--- src/rtl/clms_map.svh ---
// Register offsets, field positions, reset values and timing counts of the phase shifter block.
// Included by the package user files; holds definitions only.
`ifndef CLMS_MAP_SVH
`define CLMS_MAP_SVH

`define CLMS_OFS_CTRL        4'h0
`define CLMS_OFS_FIXED       4'h4
`define CLMS_OFS_PERIOD      4'h8
`define CLMS_OFS_STATUS      4'hC

`define CLMS_CTRL_MODE_LO    0
`define CLMS_CTRL_MODE_HI    1
`define CLMS_CTRL_EN_INV     2
`define CLMS_CTRL_CLK_INV    3
`define CLMS_CTRL_DIR_INV    4
`define CLMS_CTRL_HOLD       5
`define CLMS_CTRL_STALL_LO   6
`define CLMS_CTRL_STALL_HI   8
`define CLMS_CTRL_FB_CONN    9
`define CLMS_CTRL_FX_CONN    10

`define CLMS_STAT_LOCK       8
`define CLMS_STAT_USER       9
`define CLMS_STAT_SHIFT_LO   16
`define CLMS_STAT_SHIFT_HI   27

`define CLMS_STATUS_IN_HALT  1
`define CLMS_STATUS_FX_HALT  2

`define CLMS_CTRL_RESET      11'h000
`define CLMS_FIXED_RESET     9'h000
`define CLMS_PERIOD_RESET    16'h1F40
`define CLMS_FIXED_MAX       255
`define CLMS_SHIFT_DIV       256
`define CLMS_PERIOD_OFS_PS   3000
`define CLMS_STEPS_PS        50
`define CLMS_SETTLE_REF      100
`define CLMS_STARTUP_CYCLES  6
`define CLMS_LOCK_EDGES      16
`define CLMS_HALT_NS         1000
`define CLMS_CLK_NS          8
`define CLMS_HALT_CYCLES     (`CLMS_HALT_NS / `CLMS_CLK_NS)

`endif

--- src/rtl/clms_pkg.sv ---
// Types shared by the phase shifter block: shift modes and state encodings.
// Assumes the constants header is included by the user files.
package clms_pkg;

    typedef enum logic [1:0] {
        CLMS_MODE_NONE    = 2'h0,
        CLMS_MODE_STATIC  = 2'h1,
        CLMS_MODE_DYNAMIC = 2'h2
    } clms_mode_t;

    typedef enum logic [3:0] {
        CLMS_ST_IDLE   = 4'h1,
        CLMS_ST_SETTLE = 4'h2,
        CLMS_ST_ARM    = 4'h4,
        CLMS_ST_DONE   = 4'h8
    } clms_step_state_t;

    typedef enum logic [2:0] {
        CLMS_SU_CFG  = 3'h1,
        CLMS_SU_WAIT = 3'h2,
        CLMS_SU_USER = 3'h4
    } clms_startup_state_t;

endpackage

--- src/rtl/clms_phase_shifter.sv ---
// Fine phase shift control and status logic of a clock manager, with Wishbone registers.
// Assumes all clock-like inputs are sampled on clk_i and are much slower than it.
//
// Notes on behaviour
// - Static delay equals fixed amount over 256 times input period.
// - Zero fixed amount keeps phase; positive later, negative earlier.
// - Each enabled step cycle adds or subtracts one fine delay unit.
// - Dynamic range limited to integer of 20 times (period ns minus 3).
// - Change takes up to 100 input plus 3 step cycles; one-cycle completion.
// - Completion means ready; partner waits for it before next request.
// - Step enable, clock and direction each have selectable polarity.
// - Dynamic operations timed on step clock; completion synchronous to it.
// - Manager reset returns accumulated shift to zero.
// - Asynchronous manager reset restores power-on state, zero taps, lock low.
// - Manager reset leaves configuration values untouched.
// - Lock flag high while input and feedback in phase, else low.
// - Status bit 1 flags halted input clock when feedback connected.
// - Status bit 2 flags halted synth clock when synth output connected.
// - Eight-bit status bus; bit 0 and bits 3 to 7 reserved.
// - With hold enabled, startup stays until every lock flag high.
// - Setting picks which of six startup cycles stalls for lock.
// - Fixed amount is signed within minus 255 to plus 255.
// - Mode selects disabled, static or dynamic shifting.
`timescale 1ns/1ps
`default_nettype none
`include "clms_map.svh"

module clms_phase_shifter
    import clms_pkg::*;
#(
    parameter int SHIFT_W     = 12,
    parameter int SETTLE_REF  = `CLMS_SETTLE_REF,
    parameter int LOCK_EDGES  = `CLMS_LOCK_EDGES,
    parameter int HALT_CYCLES = `CLMS_HALT_CYCLES
) (
    input  wire logic                 clk_i,
    input  wire logic                 rst_i,
    input  wire logic                 wb_cyc_i,
    input  wire logic                 wb_stb_i,
    input  wire logic                 wb_we_i,
    input  wire logic [3:0]           wb_adr_i,
    input  wire logic [3:0]           wb_sel_i,
    input  wire logic [31:0]          wb_dat_i,
    output logic      [31:0]          wb_dat_o,
    output logic                      wb_ack_o,
    input  wire logic                 manager_reset_i,
    input  wire logic                 reference_clock_in_i,
    input  wire logic                 feedback_clock_in_i,
    input  wire logic                 synth_clock_mon_i,
    input  wire logic                 shift_step_enable_i,
    input  wire logic                 shift_step_clock_i,
    input  wire logic                 shift_direction_i,
    input  wire logic                 others_phase_lock_flag_i,
    output logic                      shift_complete_o,
    output logic                      phase_lock_flag_o,
    output logic      [7:0]           status_o,
    output logic signed [24:0]        static_delay_ps_o,
    output logic signed [SHIFT_W-1:0] dynamic_steps_o,
    output logic                      user_mode_o
);

    // ----------------------------------------------------------------
    // Helpers
    // ----------------------------------------------------------------
    function automatic logic [SHIFT_W-1:0] max_steps(input logic [15:0] period_ps);
        logic [15:0] excess;
        excess = 16'h0000;
        if (period_ps > 16'(`CLMS_PERIOD_OFS_PS)) excess = period_ps - 16'(`CLMS_PERIOD_OFS_PS);
        return SHIFT_W'(excess / 16'(`CLMS_STEPS_PS));
    endfunction

    function automatic logic signed [8:0] clamp_fixed(input logic [8:0] raw);
        logic signed [8:0] v;
        v = $signed(raw);
        if (v < -9'sd255) v = -9'sd255;
        return v;
    endfunction

    function automatic logic [7:0] lane(input logic [31:0] d, input int idx);
        return d[idx*8 +: 8];
    endfunction

    // ----------------------------------------------------------------
    // Configuration registers (set to their reset values only by rst_i)
    // ----------------------------------------------------------------
    logic [10:0]       ctrl_ff;
    logic signed [8:0] fixed_ff;
    logic [15:0]       period_ff;
    logic              wr_en;
    logic [31:0]       ctrl_wr;
    logic [31:0]       period_wr;
    logic [31:0]       fixed_wr;
    clms_mode_t        mode;

    assign wr_en = wb_cyc_i && wb_stb_i && wb_we_i && !wb_ack_o;

    always_comb begin
        ctrl_wr   = {21'h000000, ctrl_ff};
        period_wr = {16'h0000, period_ff};
        fixed_wr  = {23'h000000, fixed_ff};
        for (int i = 0; i < 4; i++) begin
            if (wb_sel_i[i]) begin
                ctrl_wr[i*8 +: 8]   = lane(wb_dat_i, i);
                period_wr[i*8 +: 8] = lane(wb_dat_i, i);
                fixed_wr[i*8 +: 8]  = lane(wb_dat_i, i);
            end
        end
    end

    // Manager reset does not reach these
    always_ff @(posedge clk_i) begin
        if (rst_i) begin
            ctrl_ff   <= `CLMS_CTRL_RESET;
            fixed_ff  <= `CLMS_FIXED_RESET;
            period_ff <= `CLMS_PERIOD_RESET;
        end else if (wr_en) begin
            unique case (wb_adr_i)
                `CLMS_OFS_CTRL:   ctrl_ff   <= ctrl_wr[10:0];
                `CLMS_OFS_FIXED:  fixed_ff  <= clamp_fixed(fixed_wr[8:0]);
                `CLMS_OFS_PERIOD: period_ff <= period_wr[15:0];
                default:          ;
            endcase
        end
    end

    // Reserved mode code behaves as disabled
    always_comb begin
        unique case (ctrl_ff[`CLMS_CTRL_MODE_HI:`CLMS_CTRL_MODE_LO])
            2'h1:    mode = CLMS_MODE_STATIC;
            2'h2:    mode = CLMS_MODE_DYNAMIC;
            default: mode = CLMS_MODE_NONE;
        endcase
    end

    // ----------------------------------------------------------------
    // Pin sampling and edge detection
    // ----------------------------------------------------------------
    logic ref_ff;
    logic fb_ff;
    logic fx_ff;
    logic step_clk_ff;
    logic step_clk_pol;
    logic ref_edge;
    logic fb_edge;
    logic fx_edge;
    logic step_edge;
    logic step_req;
    logic step_up;

    assign step_clk_pol = shift_step_clock_i ^ ctrl_ff[`CLMS_CTRL_CLK_INV];

    always_ff @(posedge clk_i) begin
        if (rst_i) begin
            ref_ff      <= 1'b0;
            fb_ff       <= 1'b0;
            fx_ff       <= 1'b0;
            step_clk_ff <= 1'b0;
        end else begin
            ref_ff      <= reference_clock_in_i;
            fb_ff       <= feedback_clock_in_i;
            fx_ff       <= synth_clock_mon_i;
            step_clk_ff <= step_clk_pol;
        end
    end

    assign ref_edge  = reference_clock_in_i && !ref_ff;
    assign fb_edge   = feedback_clock_in_i && !fb_ff;
    assign fx_edge   = synth_clock_mon_i && !fx_ff;
    assign step_edge = step_clk_pol && !step_clk_ff;
    // Step requests only count in dynamic mode; step clock edges still advance a step in progress in any mode
    assign step_req  = step_edge && (mode == CLMS_MODE_DYNAMIC)
                       && (shift_step_enable_i ^ ctrl_ff[`CLMS_CTRL_EN_INV]);
    assign step_up   = shift_direction_i ^ ctrl_ff[`CLMS_CTRL_DIR_INV];

    // ----------------------------------------------------------------
    // Dynamic shift engine
    // ----------------------------------------------------------------
    clms_step_engine #(
        .SHIFT_W    (SHIFT_W),
        .SETTLE_REF (SETTLE_REF)
    ) u_engine (
        .clk_i       (clk_i),
        .rst_i       (rst_i),
        .mgr_rst_i   (manager_reset_i),
        .step_edge_i (step_edge),
        .step_req_i  (step_req),
        .step_up_i   (step_up),
        .ref_edge_i  (ref_edge),
        .limit_i     (max_steps(period_ff)),
        .shift_o     (dynamic_steps_o),
        .complete_o  (shift_complete_o)
    );

    // ----------------------------------------------------------------
    // Static delay
    // ----------------------------------------------------------------
    logic signed [24:0] static_prod;

    assign static_prod = 25'(fixed_ff) * 25'($signed({1'b0, period_ff}));

    // Truncating divide keeps zero exactly in phase and symmetric sign
    always_ff @(posedge clk_i or posedge manager_reset_i) begin
        if (manager_reset_i) begin
            static_delay_ps_o <= 25'h0000000;
        end else if (rst_i || mode != CLMS_MODE_STATIC) begin
            static_delay_ps_o <= 25'h0000000;
        end else begin
            static_delay_ps_o <= static_prod / 25'(`CLMS_SHIFT_DIV);
        end
    end

    // ----------------------------------------------------------------
    // Lock detection
    // ----------------------------------------------------------------
    logic [7:0] lock_cnt_ff;

    // Needs LOCK_EDGES coincident edges; any lone edge drops lock at once
    always_ff @(posedge clk_i or posedge manager_reset_i) begin
        if (manager_reset_i) begin
            lock_cnt_ff       <= 8'h00;
            phase_lock_flag_o <= 1'b0;
        end else if (rst_i || (ref_edge != fb_edge)) begin
            lock_cnt_ff       <= 8'h00;
            phase_lock_flag_o <= 1'b0;
        end else if (ref_edge && fb_edge) begin
            if (lock_cnt_ff != 8'(LOCK_EDGES)) lock_cnt_ff <= lock_cnt_ff + 8'h01;
            phase_lock_flag_o <= (lock_cnt_ff >= 8'(LOCK_EDGES - 1));
        end
    end

    // ----------------------------------------------------------------
    // Halt detectors and status bus
    // ----------------------------------------------------------------
    logic [15:0] ref_idle_ff;
    logic [15:0] fx_idle_ff;

    always_ff @(posedge clk_i or posedge manager_reset_i) begin
        if (manager_reset_i) begin
            ref_idle_ff <= 16'h0000;
            fx_idle_ff  <= 16'h0000;
        end else if (rst_i) begin
            ref_idle_ff <= 16'h0000;
            fx_idle_ff  <= 16'h0000;
        end else begin
            if (ref_edge) ref_idle_ff <= 16'h0000;
            else if (ref_idle_ff != 16'(HALT_CYCLES)) ref_idle_ff <= ref_idle_ff + 16'h0001;
            if (fx_edge) fx_idle_ff <= 16'h0000;
            else if (fx_idle_ff != 16'(HALT_CYCLES)) fx_idle_ff <= fx_idle_ff + 16'h0001;
        end
    end

    always_ff @(posedge clk_i or posedge manager_reset_i) begin
        if (manager_reset_i) begin
            status_o <= 8'h00;
        end else if (rst_i) begin
            status_o <= 8'h00;
        end else begin
            status_o <= 8'h00;
            status_o[`CLMS_STATUS_IN_HALT] <= ctrl_ff[`CLMS_CTRL_FB_CONN]
                                            && (ref_idle_ff == 16'(HALT_CYCLES));
            status_o[`CLMS_STATUS_FX_HALT] <= ctrl_ff[`CLMS_CTRL_FX_CONN]
                                            && (fx_idle_ff == 16'(HALT_CYCLES));
        end
    end

    // ----------------------------------------------------------------
    // Startup sequencer
    // ----------------------------------------------------------------
    clms_startup_state_t su_ff;
    clms_startup_state_t nxt_su;
    logic [2:0]          su_cycle_ff;
    logic                stall_here;

    assign stall_here = ctrl_ff[`CLMS_CTRL_HOLD]
                        && (su_cycle_ff == ctrl_ff[`CLMS_CTRL_STALL_HI:`CLMS_CTRL_STALL_LO]);

    always_comb begin
        nxt_su = su_ff;
        unique case (su_ff)
            CLMS_SU_CFG:  if (stall_here) nxt_su = CLMS_SU_WAIT;
                          else if (su_cycle_ff == 3'(`CLMS_STARTUP_CYCLES - 1)) nxt_su = CLMS_SU_USER;
            CLMS_SU_WAIT: if (phase_lock_flag_o && others_phase_lock_flag_i) nxt_su = CLMS_SU_CFG;
            CLMS_SU_USER: nxt_su = CLMS_SU_USER;
            default:      nxt_su = CLMS_SU_CFG;
        endcase
    end

    // Startup is a configuration event, so only rst_i restarts it
    always_ff @(posedge clk_i) begin
        if (rst_i) begin
            su_ff       <= CLMS_SU_CFG;
            su_cycle_ff <= 3'h0;
        end else begin
            su_ff <= nxt_su;
            if (su_ff == CLMS_SU_CFG && !stall_here) su_cycle_ff <= su_cycle_ff + 3'h1;
            else if (su_ff == CLMS_SU_WAIT && nxt_su == CLMS_SU_CFG) su_cycle_ff <= su_cycle_ff + 3'h1;
        end
    end

    assign user_mode_o = (su_ff == CLMS_SU_USER);

    // ----------------------------------------------------------------
    // Wishbone slave: one wait state, unmapped reads return zero
    // ----------------------------------------------------------------
    always_ff @(posedge clk_i) begin
        if (rst_i) begin
            wb_ack_o <= 1'b0;
            wb_dat_o <= 32'h00000000;
        end else begin
            wb_ack_o <= wb_cyc_i && wb_stb_i && !wb_ack_o;
            wb_dat_o <= 32'h00000000;
            unique case (wb_adr_i)
                `CLMS_OFS_CTRL:   wb_dat_o <= {21'h000000, ctrl_ff};
                `CLMS_OFS_FIXED:  wb_dat_o <= {{23{fixed_ff[8]}}, fixed_ff};
                `CLMS_OFS_PERIOD: wb_dat_o <= {16'h0000, period_ff};
                `CLMS_OFS_STATUS: begin
                    wb_dat_o[7:0]                <= status_o;
                    wb_dat_o[`CLMS_STAT_LOCK]    <= phase_lock_flag_o;
                    wb_dat_o[`CLMS_STAT_USER]    <= user_mode_o;
                    wb_dat_o[`CLMS_STAT_SHIFT_HI:`CLMS_STAT_SHIFT_LO] <= dynamic_steps_o;
                end
                default:          ;
            endcase
        end
    end

endmodule
`default_nettype wire

--- src/rtl/clms_step_engine.sv ---
// Dynamic fine shift step engine: accumulates unit steps and reports completion.
// Assumes step edges and reference edges arrive as one-cycle pulses on clk_i.
`timescale 1ns/1ps
`default_nettype none
`include "clms_map.svh"

module clms_step_engine
    import clms_pkg::*;
#(
    parameter int SHIFT_W    = 12,
    parameter int SETTLE_REF = `CLMS_SETTLE_REF
) (
    input  wire logic               clk_i,
    input  wire logic               rst_i,
    input  wire logic               mgr_rst_i,
    input  wire logic               step_edge_i,
    input  wire logic               step_req_i,
    input  wire logic               step_up_i,
    input  wire logic               ref_edge_i,
    input  wire logic [SHIFT_W-1:0] limit_i,
    output logic signed [SHIFT_W-1:0] shift_o,
    output logic                    complete_o
);

    clms_step_state_t state_ff;
    clms_step_state_t nxt_state;
    logic [7:0]       settle_ff;

    // ----------------------------------------------------------------
    // Sequencer
    // ----------------------------------------------------------------
    // Requests seen outside idle and done are dropped: the partner waits for completion
    always_comb begin
        nxt_state = state_ff;
        unique case (state_ff)
            CLMS_ST_IDLE:   if (step_req_i) nxt_state = CLMS_ST_SETTLE;
            CLMS_ST_SETTLE: if (ref_edge_i && settle_ff == 8'(SETTLE_REF - 1)) nxt_state = CLMS_ST_ARM;
            CLMS_ST_ARM:    if (step_edge_i) nxt_state = CLMS_ST_DONE;
            CLMS_ST_DONE:   if (step_edge_i) nxt_state = step_req_i ? CLMS_ST_SETTLE : CLMS_ST_IDLE;
            default:        nxt_state = CLMS_ST_IDLE;
        endcase
    end

    always_ff @(posedge clk_i or posedge mgr_rst_i) begin
        if (mgr_rst_i) begin
            state_ff <= CLMS_ST_IDLE;
        end else if (rst_i) begin
            state_ff <= CLMS_ST_IDLE;
        end else begin
            state_ff <= nxt_state;
        end
    end

    always_ff @(posedge clk_i or posedge mgr_rst_i) begin
        if (mgr_rst_i) begin
            settle_ff <= 8'h00;
        end else if (rst_i || state_ff != CLMS_ST_SETTLE) begin
            settle_ff <= 8'h00;
        end else if (ref_edge_i) begin
            settle_ff <= settle_ff + 8'h01;
        end
    end

    // ----------------------------------------------------------------
    // Accumulated shift
    // ----------------------------------------------------------------
    // Step applied on acceptance; saturates at the period-derived limit
    always_ff @(posedge clk_i or posedge mgr_rst_i) begin
        if (mgr_rst_i) begin
            shift_o <= '0;
        end else if (rst_i) begin
            shift_o <= '0;
        end else if (step_req_i && (nxt_state == CLMS_ST_SETTLE) && state_ff != CLMS_ST_SETTLE) begin
            if (step_up_i) begin
                if (shift_o < $signed(limit_i)) shift_o <= shift_o + SHIFT_W'(1);
            end else begin
                if (shift_o > -$signed(limit_i)) shift_o <= shift_o - SHIFT_W'(1);
            end
        end
    end

    // One step clock cycle wide, from one step edge to the next
    assign complete_o = (state_ff == CLMS_ST_DONE);

endmodule
`default_nettype wire

--- config.mk ---
export PLATFORM = sky130hd
export DESIGN_NAME = clms_phase_shifter
export DESIGN_NICKNAME = d
export VERILOG_FILES = /design/src/rtl/clms_pkg.sv /design/src/rtl/clms_phase_shifter.sv /design/src/rtl/clms_step_engine.sv
export VERILOG_INCLUDE_DIRS = /design/src /design/src/rtl
export SDC_FILE = /design/constraint.sdc
export NUM_CORES = 1
export LEC_CHECK = 0
export BUFFER_PORTS_ARGS = -buffer_cell sky130_fd_sc_hd__buf_2
export CAP_MARGIN = 20
export CORE_AREA = 2 2 172 174
export DETAILED_ROUTE_END_ITERATION = 16
export DIE_AREA = 0 0 174 176
export PLACE_DENSITY = 0.69
export SLEW_MARGIN = 20
export SYNTH_ARGS = -nofsm -noshare
export SYNTH_HDL_FRONTEND = slang
export SYNTH_SLANG_ARGS = --single-unit
--- constraint.sdc ---
create_clock -name clk_i -period 14.14 [get_ports clk_i]
set_input_delay 0 -clock clk_i [delete_from_list [all_inputs] [get_ports clk_i]]
set_output_delay 0 -clock clk_i [all_outputs]
set_load 0.03 [all_outputs]
==> results of run 1 <==
-- flip-flops by register name, summed over array words and instances (netlist names), 3 cells and up --
name / flops
su_ff: 3
period_ff: 16
su_cycle_ff: 3
ctrl_ff: 11
static_delay_ps_o: 25
wb_dat_o: 29
u_engine.shift_o: 12
u_engine.settle_ff: 8
ref_idle_ff: 16
fixed_ff: 9
u_engine.state_ff: 4
lock_cnt_ff: 8
fx_idle_ff: 16
-- layout by cell type, fill, tap and decap left out, types with 41 or more instances in the layout --
cell	instances
buf_2	109
inv_1	134
xnor2_1	75
nand2_1	192
nor2_1	200
fa_1	100
mux2i_1	41
ha_1	112
dfrtp_1	91
and2_1	61
a21oi_1	91
xor2_1	52
dfxtp_1	76
-- cell type report --
cell class              count  area [µm²]
clock inverters            10       85.08
inverters                 136       513.0
well taps                 384       480.5
fillers                  2588       11680
flip-flops and latches    168        3825
repair buffers            145       875.8
diodes                      1       2.502
clock buffers              22       464.2
multi-input cells        1364       10620
-- worst paths after layout --
kind,start,cells after the start,endpoint,slack [ns]
max,period_ff[4],48,u_engine.shift_o[11],2.62
min,others_phase_lock_flag_i,5,su_ff[1],0.04
max reg2reg,period_ff[4],48,u_engine.shift_o[11],2.62
min reg2reg,wb_ack_o,1,wb_ack_o,0.46
max in group asynchronous,manager_reset_i,4,static_delay_ps_o[7],12.85
min in group asynchronous,manager_reset_i,3,ref_idle_ff[6],0.20
-- power breakdown --
| part | internal (W) | switching [W] |
|---|---|---|
| clock network | 0.000238 | 0.000208 |
| registers | 0.000481 | 0.00000527 |
| logic | 0.0000855 | 0.000114 |
-- worst max-delay path: cells and delay by family (launching register included) --
family                     cells  cell delay (ns)
adders and majority gates      4             1.24
muxes                          2             0.78
and+or+nand+nor               13             1.69
buffers and inverters          2             0.26
DFF                            1             0.52
AOI/OAI and AO/OA             24             5.99
xor gates and xnor gates       3             0.87
-- routing by layer --
layer,track usage,wire length [µm]
met1,0.3189,16320
met2,0.4273,17810
met3,0.03381,1545
met4,0.07878,973
met5,0,11
-- timing repair --
| action | CTS | global route |
|---|---|---|
| endpoints found under the hold margin | 82 | 0 |
| setup endpoints to repair | 0 | 0 |
| hold buffers | 24 | 0 |
-- stage by stage --
stage | cells | setup WS (ns) | instance area [µm²] | total power, W
CTS | 2229 | 2.709 | 16860 | 0.001141
global route | 2230 | 1.776 | 16860 | 0.001184
floorplan | 1760 | 4.088 | 15350 | 0.0006499
detailed placement | 2173 | 2.730 | 16070 | 0.0006883
global placement | 2173 | 2.924 | 16070 | 0.0006850
finish | 2230 | 2.623 | 16860 | 0.001132
-- cell families (layout without fill, tap and decap cells) --
family / Yosys count / count (layout)
DFF: 168 / 168
adders and majority gates: 214 / 214
xor gates and xnor gates: 131 / 131
AOI/OAI and AO/OA: 301 / 301
muxes: 50 / 50
and+or+nand+nor: 662 / 662
other: 1 / 7
buffers and inverters: 228 / 313
==> flow_metrics.tcl, run 1 <==
set metrics [dict create \
    status "completed" \
    grt_max_degree 85 \
    cts.clk_slew.worst_paths_ns 0.07 \
    slew_headroom 0.3677 \
    final_util 0.5908 \
    htreeDepth 4 \
    power_density_nw_per_um2 67.14 \
    clock_latency_ns 0.44 \
    maxCapViolations 0 \
    syn_area_um2 15330 \
    synth_xor_area_frac 0.07753 \
    drive_above_1_share 0.1149 \
    critPathRequiredTime_ns 14.43 \
    synth-compound-area-share 0.1461 \
    grt_pass1_wl_mm 62.02 \
    cts_num_sinks 168 \
    synth-edff-count 0 \
    ys.flop_type "dfrtp_1" \
    max_freq_mhz 86.83 \
    dieArea_um2 30620 \
    ant_nets 0 \
    finalSetupViolCount 0 \
    worstPathArrival_ns 11.80 \
    place.gp.congestion 0.8570 \
    hold_path_class "in2reg" \
    core_area_um2 28550 \
    start_kind "register" \
    synth.area.top_cells "dfrtp_1 (15%), fa_1 (13%), dfxtp_1 (9.9%)" \
    gr-total-overflow 0 \
    drc 0 \
    wire_per_inst_um 16.44 \
    die_h_um 176 \
    grt.total_usage 0.2461 \
    synth_cell_type_count 111 \
    synthArstFlopShare 0.5476 \
    final_nets 2097 \
    cp_max_fo 16 \
    skew_ns 0.01320 \
    drt-initial-drc-count 740 \
    ys_seq_area_frac 0.2495 \
    rsz0062_at_grt "false" \
    dp_hpwl_mm 27.25 \
    ys.warnings.count 0 \
    synth_top_cell_area_share 0.1485 \
    syn_inst 1755 \
    cts_resized 0 \
    holdWs_ns 0.04489 \
    rows 62 \
    start_util 0.5370 \
    ir_drop_uv 68.23 \
    num_vias 12570 \
    ys_top_cells_by_count "nor2_1 (200), nand2_1 (192), inv_1 (135)" \
    grt_pass1_vias 12530 \
    cp-end-kind "register" \
    yosysMostFrequentCell "nor2_1" \
    cts_buffers 17 \
    hold_viol_final 0 \
    antenna_found_initial 2 \
    synth.avg_cell_area_um2 8.736 \
    cts_setup_buffers 0 \
    via_per_inst 5.638 \
    first_pass_iters 6 \
    drv_slew 0 \
    slowest_delay_ns 0.58 \
    cts_buffer_depth 2 \
    worst_path_max_delay_cell "xnor2_1" \
    synth_fa_ha_area_frac 0.2234 \
    yosys.area.top_type "dfrtp_1" \
    tightest_slew_ns 0.9399 \
    synth_top_family_by_area "adder cells" \
    synth.area.mux_share 0.03469 \
    die_w_um 174 \
    syn_to_final_growth_pct 10.01 \
    tns_ns 0 \
    cts_tree "built" \
    postRouteWirelength_mm 36.65 \
    synth_simple_gate_area_frac 0.2091 \
    io_buffers 109 \
    cts_root_buffer "clkbuf_16" \
    p_leak_nw 8.004 \
    ys_seq_elements 168 \
    period_minus_slack_ns 11.52 \
    ios 134 \
    fin_crit_sh 0.8145 \
    path_class "reg2reg" \
]
(Power assumes the default switching activity.)
==> run 2: changes to the inputs <==
--- a/config.mk
+++ b/config.mk
@@ -6,12 +6,13 @@
 export SDC_FILE = /design/constraint.sdc
 export NUM_CORES = 1
 export LEC_CHECK = 0
+export ABC_AREA = 1
 export BUFFER_PORTS_ARGS = -buffer_cell sky130_fd_sc_hd__buf_2
 export CAP_MARGIN = 20
-export CORE_AREA = 2 2 172 174
+export CORE_AREA = 2 2 171 173
 export DETAILED_ROUTE_END_ITERATION = 16
-export DIE_AREA = 0 0 174 176
-export PLACE_DENSITY = 0.69
+export DIE_AREA = 0 0 173 175
+export PLACE_DENSITY = 0.71
 export SLEW_MARGIN = 20
 export SYNTH_ARGS = -nofsm -noshare
 export SYNTH_HDL_FRONTEND = slang
==> constraint.sdc (replaced) <==
create_clock -name clk_i -period 9.9 [get_ports clk_i]
set_input_delay 0 -clock clk_i [delete_from_list [all_inputs] [get_ports clk_i]]
set_output_delay 0 -clock clk_i [all_outputs]
set_load 0.03 [all_outputs]
==> flow_metrics.tcl, run 2 <==
set metrics [dict create \
    place.gp.congestion 0.8902 \
    period_minus_slack_ns 8.968 \
    crit_buf_inv 5 \
    gr-total-overflow 0 \
    cpMostUsedCell "nand2_2" \
    drv_slew 0 \
    hold_viol_final 0 \
    core_area_um2 28390 \
    syn_inst 2019 \
    drt-initial-drc-count 965 \
    die_w_um 173 \
    die_h_um 175 \
    final_util 0.5973 \
    cts_root_buffer "clkbuf_16" \
    antenna_found_initial 1 \
    top_usage_layer "met2" \
    hold_path_class "in2reg" \
    reg2reg_from "period_ff[1]" \
    tns_ns 0 \
    switchingPower_w 0.0008725 \
    syn_area_um2 15140 \
    grt_pass1_wl_mm 61.69 \
    met1_usage 0.3283 \
    io_buffers 109 \
    finalSetupViolCount 0 \
    wire_per_inst_um 14.12 \
    rows 62 \
    start_kind "register" \
    postRouteWirelength_mm 35.80 \
    status "completed" \
    critPathRequiredTime_ns 10.26 \
    final_nets 2402 \
    cts_buffer_depth 2 \
    holdPathEnd "wb_dat_o[11]" \
    r2r_cells 68 \
    hp-start "wb_adr_i[2]" \
    first_pass_iters 5 \
    cts.clk_slew.worst_paths_ns 0.07 \
    worst-r2r-setup-slack_ns 0.93 \
    max_freq_mhz 111.5 \
    start_util 0.5331 \
    fin_crit_sh 0.9059 \
    cts_tree "built" \
    clock_latency_ns 0.44 \
    ant_nets 0 \
    via_per_inst 5.259 \
    min_path_cells 4 \
    path_class "reg2reg" \
    grt_pass1_vias 13040 \
    ys.warnings.count 0 \
    slew_headroom 0.3422 \
    ys.flop_type "dfrtp_1" \
    skew_ns 0.007433 \
    drc 0 \
    cts_buffers 17 \
    worstPathArrival_ns 9.33 \
    dp_hpwl_mm 27.84 \
    p_seq_frac 0.327 \
    clkPwrFrac 0.314 \
    yosysMostFrequentCell "nand2_1" \
    numPlacedInstances 2476 \
    swShare 0.3892 \
    grt.met3_usage 0.03655 \
    synth.area.top_cells "dfrtp_1 (15%), fa_1 (13%), dfxtp_1 (10%)" \
    ir_drop_uv 118.7 \
    ys_seq_elements 168 \
    p_comb_frac 0.359 \
    synth-edff-count 0 \
    ys_seq_area_frac 0.2527 \
    final_cell_mix "nand2_1 (388), inv_1 (364), nor2_1 (140), o21ai_0 (114), ha_1 (112)" \
    worst_path_max_delay_cell "dfxtp_1" \
    p_leak_nw 9.061 \
    dieArea_um2 30280 \
    rsz0062_at_grt "false" \
    drive_above_1_share 0.1312 \
    top_regs "wb_dat_o x29, static_delay_ps_o x25" \
    grt_use_met2 0.4190 \
    power_density_nw_per_um2 132.2 \
    slowest_delay_ns 0.49 \
    reg2reg_to "u_engine.shift_o[1]" \
    cts_num_sinks 168 \
    yosys.area.top_type "dfrtp_1" \
    setup_ws_ns 0.9319 \
    tightest_slew_ns 0.9831 \
    ios 134 \
    cp-end-kind "register" \
    grt_max_degree 60 \
    finalNonFillerCells 2535 \
    htreeDepth 4 \
    synth.avg_cell_area_um2 7.497 \
    cp_top_family "simple AND/OR/NAND/NOR gates" \
    num_vias 13330 \
    synth_cell_type_count 62 \
    dp_slack_ns 0.3754 \
    cp_max_fo 17 \
    syn_to_final_growth_pct 12.04 \
    maxCapViolations 0 \
    largest_reg_flops 29 \
    top_register "wb_dat_o" \
    final_common_cell "nand2_1" \
    synth_top_cell_area_share 0.1504 \
    grt.total_usage 0.2457 \
    synthArstFlopShare 0.5476 \
    ys_top_cells_by_count "nand2_1 (389), inv_1 (365), nor2_1 (141)" \
    p_int_w 0.001369 \
]
[run 2: changes by cell type after synthesis, sizes merged, moves of 20 or more]
cell,delta
and2,-59
and3,-20
clkbuf,-30
inv,+252
mux2i,-36
nand2,+241
nand3,+80
nor2,-48
nor2b,-23
o21ai,+97
xnor2,-65
[run 2: layout make-up]
cell class / instances / area (µm²)
Timing Repair Buffer: 161 / 998.5
Clock inverter: 14 / 183.9
Antenna cell: 1 / 2.502
Clock buffer: 18 / 429.2
Tap cell: 384 / 480.5
Sequential cell: 168 / 3829
Inverter: 392 / 1478
Multi-Input combinational cell: 1397 / 9558
Fill cell: 2554 / 11430
[run 2: how the worst max path moves through the flow]
stage	start	to	slack, ns	cells after the start
2_1_floorplan	period_ff[3]	u_engine.shift_o[8]	2.12	71
4_1_cts	period_ff[3]	u_engine.shift_o[8]	0.34	66
6_report	period_ff[1]	u_engine.shift_o[1]	0.93	68
3_5_place_dp	period_ff[3]	u_engine.shift_o[8]	0.38	66
5_1_grt	period_ff[3]	u_engine.shift_o[1]	0.05	64
3_3_place_gp	period_ff[3]	u_engine.shift_o[8]	0.59	66
[run 2: routing by layer]
layer,up-vias,part of all wire
met2,364,0.47
li1,6691,-
met5,-,0
met4,0,0.020
met1,6225,0.45
met3,52,0.058
[run 2: timing repair]
item                                    CTS  global route
hold endpoints to repair                 69             0
endpoints found under the setup margin    0            12
resized for setup                         0             6
hold buffers                             25             0
buffers inserted                          0             1
[run 2: logic make-up after synthesis]
| family | count (synthesis) | share of synthesized area |
|---|---|---|
| and+or+nand+nor | 805 | 0.2476 |
| buffers and inverters | 459 | 0.1180 |
| AOI/OAI and AO/OA | 318 | 0.1237 |
| adders and majority gates | 212 | 0.2248 |
| DFF | 168 | 0.2527 |
| xor gates and xnor gates | 48 | 0.02777 |
| muxes | 8 | 0.005290 |
| other | 1 | 0.0002477 |
[run 2: power groups by stage]
stage | combinational [W] | sequential (W) | clock (W)
after floorplan | 0.000611 | 0.000755 | 0
after global placement | 0.000764 | 0.000747 | 0
after detailed placement | 0.000790 | 0.000748 | 0
after CTS | 0.000803 | 0.000734 | 0.000713
after global routing | 0.000913 | 0.000736 | 0.000745
final | 0.000804 | 0.000734 | 0.000704
[run 2: worst register-to-register path, delay by kind of cell, from the launching register on]
kind / cells / cell delay, ns
flip-flops: 1 / 0.49
buffers and inverters: 5 / 0.58
AO/OA/AOI/OAI: 7 / 1.17
adder cells (fa/ha/maj): 2 / 0.43
AND/OR/NAND/NOR: 53 / 6.06
XOR/XNOR: 1 / 0.17
[run 2: stage by stage]
| stage | total power [W] | hold slack, ns | area, µm² |
|---|---|---|---|
| floorplan | 0.001366 | 0.1249 | 15160 |
| global placement | 0.001511 | 0.06539 | 16070 |
| detailed placement | 0.001538 | 0.07213 | 16070 |
| CTS | 0.002250 | 0.03896 | 16930 |
| global route | 0.002395 | 0.08968 | 16960 |
| finish | 0.002241 | 0.07383 | 16960 |
==> run 3: changes to the inputs <==
--- a/config.mk
+++ b/config.mk
@@ -12,8 +12,9 @@
 export CORE_AREA = 2 2 171 173
 export DETAILED_ROUTE_END_ITERATION = 16
 export DIE_AREA = 0 0 173 175
-export PLACE_DENSITY = 0.71
+export PLACE_DENSITY = 0.69
 export SLEW_MARGIN = 20
 export SYNTH_ARGS = -nofsm -noshare
 export SYNTH_HDL_FRONTEND = slang
 export SYNTH_SLANG_ARGS = --single-unit
+export TNS_END_PERCENT = 10
==> constraint.sdc (replaced) <==
create_clock -name clk_i -period 9.2 [get_ports clk_i]
set_input_delay 0 -clock clk_i [delete_from_list [all_inputs] [get_ports clk_i]]
set_output_delay 0 -clock clk_i [all_outputs]
set_load 0.03 [all_outputs]
==> flow_metrics.tcl, run 3 (same netlist as run 2, synthesis figures left out) <==
set metrics [dict create \
    drv_slew 0 \
    dieArea_um2 30280 \
    cp_max_fo 8 \
    fill_cells 2590 \
    clock_latency_ns 0.45 \
    slew_headroom 0.3815 \
    tightest_slew_ns 0.9243 \
    dp_slack_ns 0.2748 \
    first_pass_iters 6 \
    cts_num_sinks 168 \
    cts_buffer_depth 2 \
    top_regs "wb_dat_o x29, static_delay_ps_o x25" \
    final_util 0.6042 \
    grt_pass1_vias 13530 \
    cts.clk_slew.worst_paths_ns 0.08 \
    final_nets 2415 \
    hold_viol_final 0 \
    drt-initial-drc-count 878 \
    cpMostUsedCell "nand2_2" \
    max_freq_mhz 118.8 \
    syn_to_final_growth_pct 13.33 \
    drc 0 \
    maxCapViolations 0 \
    largest_reg_flops 29 \
    n_antenna_cell 0 \
    core_area_um2 28390 \
    slowest_delay_ns 0.36 \
    gr-total-overflow 0 \
    setup_ws_ns 0.7813 \
    status "completed" \
    postRouteWirelength_mm 37.56 \
    ir_drop_uv 128.5 \
    drive_above_1_share 0.1493 \
    final_common_cell "nand2_1" \
    die_w_um 173 \
    fin_crit_sh 0.9151 \
    wire_per_inst_um 14.75 \
    cts_tree "built" \
    place.gp.congestion 0.8963 \
    power_w 0.002438 \
    ios 134 \
    finalSetupViolCount 0 \
    cp-end-kind "register" \
    num_vias 13650 \
    dp_hpwl_mm 28.72 \
    final_cell_mix "nand2_1 (383), inv_1 (363), nor2_1 (136), ha_1 (111), buf_2 (110)" \
    htreeDepth 4 \
    p_leak_nw 9.145 \
    start_kind "register" \
    skew_ns 0.01145 \
    start_util 0.5331 \
    grt_max_degree 60 \
    worstPathArrival_ns 8.79 \
    min_path_cells 4 \
    top_register "wb_dat_o" \
    ant_nets 0 \
    worst_path_max_delay_cell "dfxtp_2" \
    path_class "reg2reg" \
    antenna_found_initial 0 \
    rsz0062_at_grt "true" \
    rows 62 \
    grt.total_usage 0.2562 \
    via_per_inst 5.361 \
    cts_root_buffer "clkbuf_16" \
    cts_buffers 17 \
    die_h_um 175 \
    grt_pass1_wl_mm 64.08 \
    hold_path_class "in2reg" \
    period_minus_slack_ns 8.419 \
    power_density_nw_per_um2 142.1 \
    critPathRequiredTime_ns 9.57 \
    r2r_cells 71 \
    io_buffers 109 \
]
-- run 3: cell count changes in the layout (fill, tap and decap cells not counted), sizes merged --
cell / before / now
buf: 136 / 150
bufinv: 2 / 0
clkbuf: 18 / 17
clkinv: 8 / 12
clkinvlp: 3 / 0
diode: 1 / 0
dlygate4sd3: 25 / 24
inv: 393 / 395
-- run 3: through the flow --
step                TNS, ns  std cells  hold WS, ns  cell area (µm²)
floorplan                 0       2024       0.1249            15160
global placement          0       2486      0.02586            16150
detailed placement        0       2486      0.03275            16150
CTS                       0       2542     0.007916            16980
global route        -0.1048       2547      0.03793            17160
finish                    0       2547      0.03119            17160
-- run 3: layout make-up --
cell class / count / area [µm²] / area share
tap: 384 / 480.5 / 0.02801
inverter: 392 / 1486 / 0.08665
clock buffer: 17 / 425.4 / 0.02480
sequential: 168 / 3839 / 0.2238
multi-input combinational: 1397 / 9659 / 0.5631
timing repair buffer: 174 / 1095 / 0.06382
clock inverter: 15 / 170.2 / 0.009919
-- run 3: path summary, 6_finish.rpt --
check,from,to,slack (ns)
max in group asynchronous,manager_reset_i,u_engine.shift_o[9],7.98
min reg2reg,lock_cnt_ff[2],lock_cnt_ff[2],0.47
max reg2reg,period_ff[6],u_engine.shift_o[0],0.78
max,period_ff[6],u_engine.shift_o[0],0.78
min,wb_sel_i[1],ctrl_ff[8],0.03
min in group asynchronous,manager_reset_i,fx_idle_ff[13],0.10
-- run 3: worst max-delay path, delay by kind of cell (launching register included) --
kind	cells	cell delay [ns]
xor+xnor	1	0.16
compound gates	7	1.25
simple gates	54	5.36
buf+inv	7	0.78
fa+ha+maj	2	0.45
flops	1	0.36
-- run 3: what timing repair did --
action,in CTS,in global routing
hold buffers,24,0
gates resized for setup,0,48
endpoints found under the setup margin,0,12
endpoints found under the hold margin,70,0
buffers inserted,0,4
-- run 3: power breakdown --
group	total (W)	leakage (nW)	internal (W)	switching, W
logic	0.000913	6.97	0.000323	0.000590
clock network	0.000736	0.291	0.000367	0.000369
registers	0.000789	1.89	0.000754	0.0000346
-- run 3: metal layers --
layer	track usage	up-vias	wire length, µm
li1	-	6714	-
met1	0.3262	6495	16400
met2	0.4560	387	18510
met3	0.03525	58	1885
met4	0.07097	0	765
met5	0	-	0
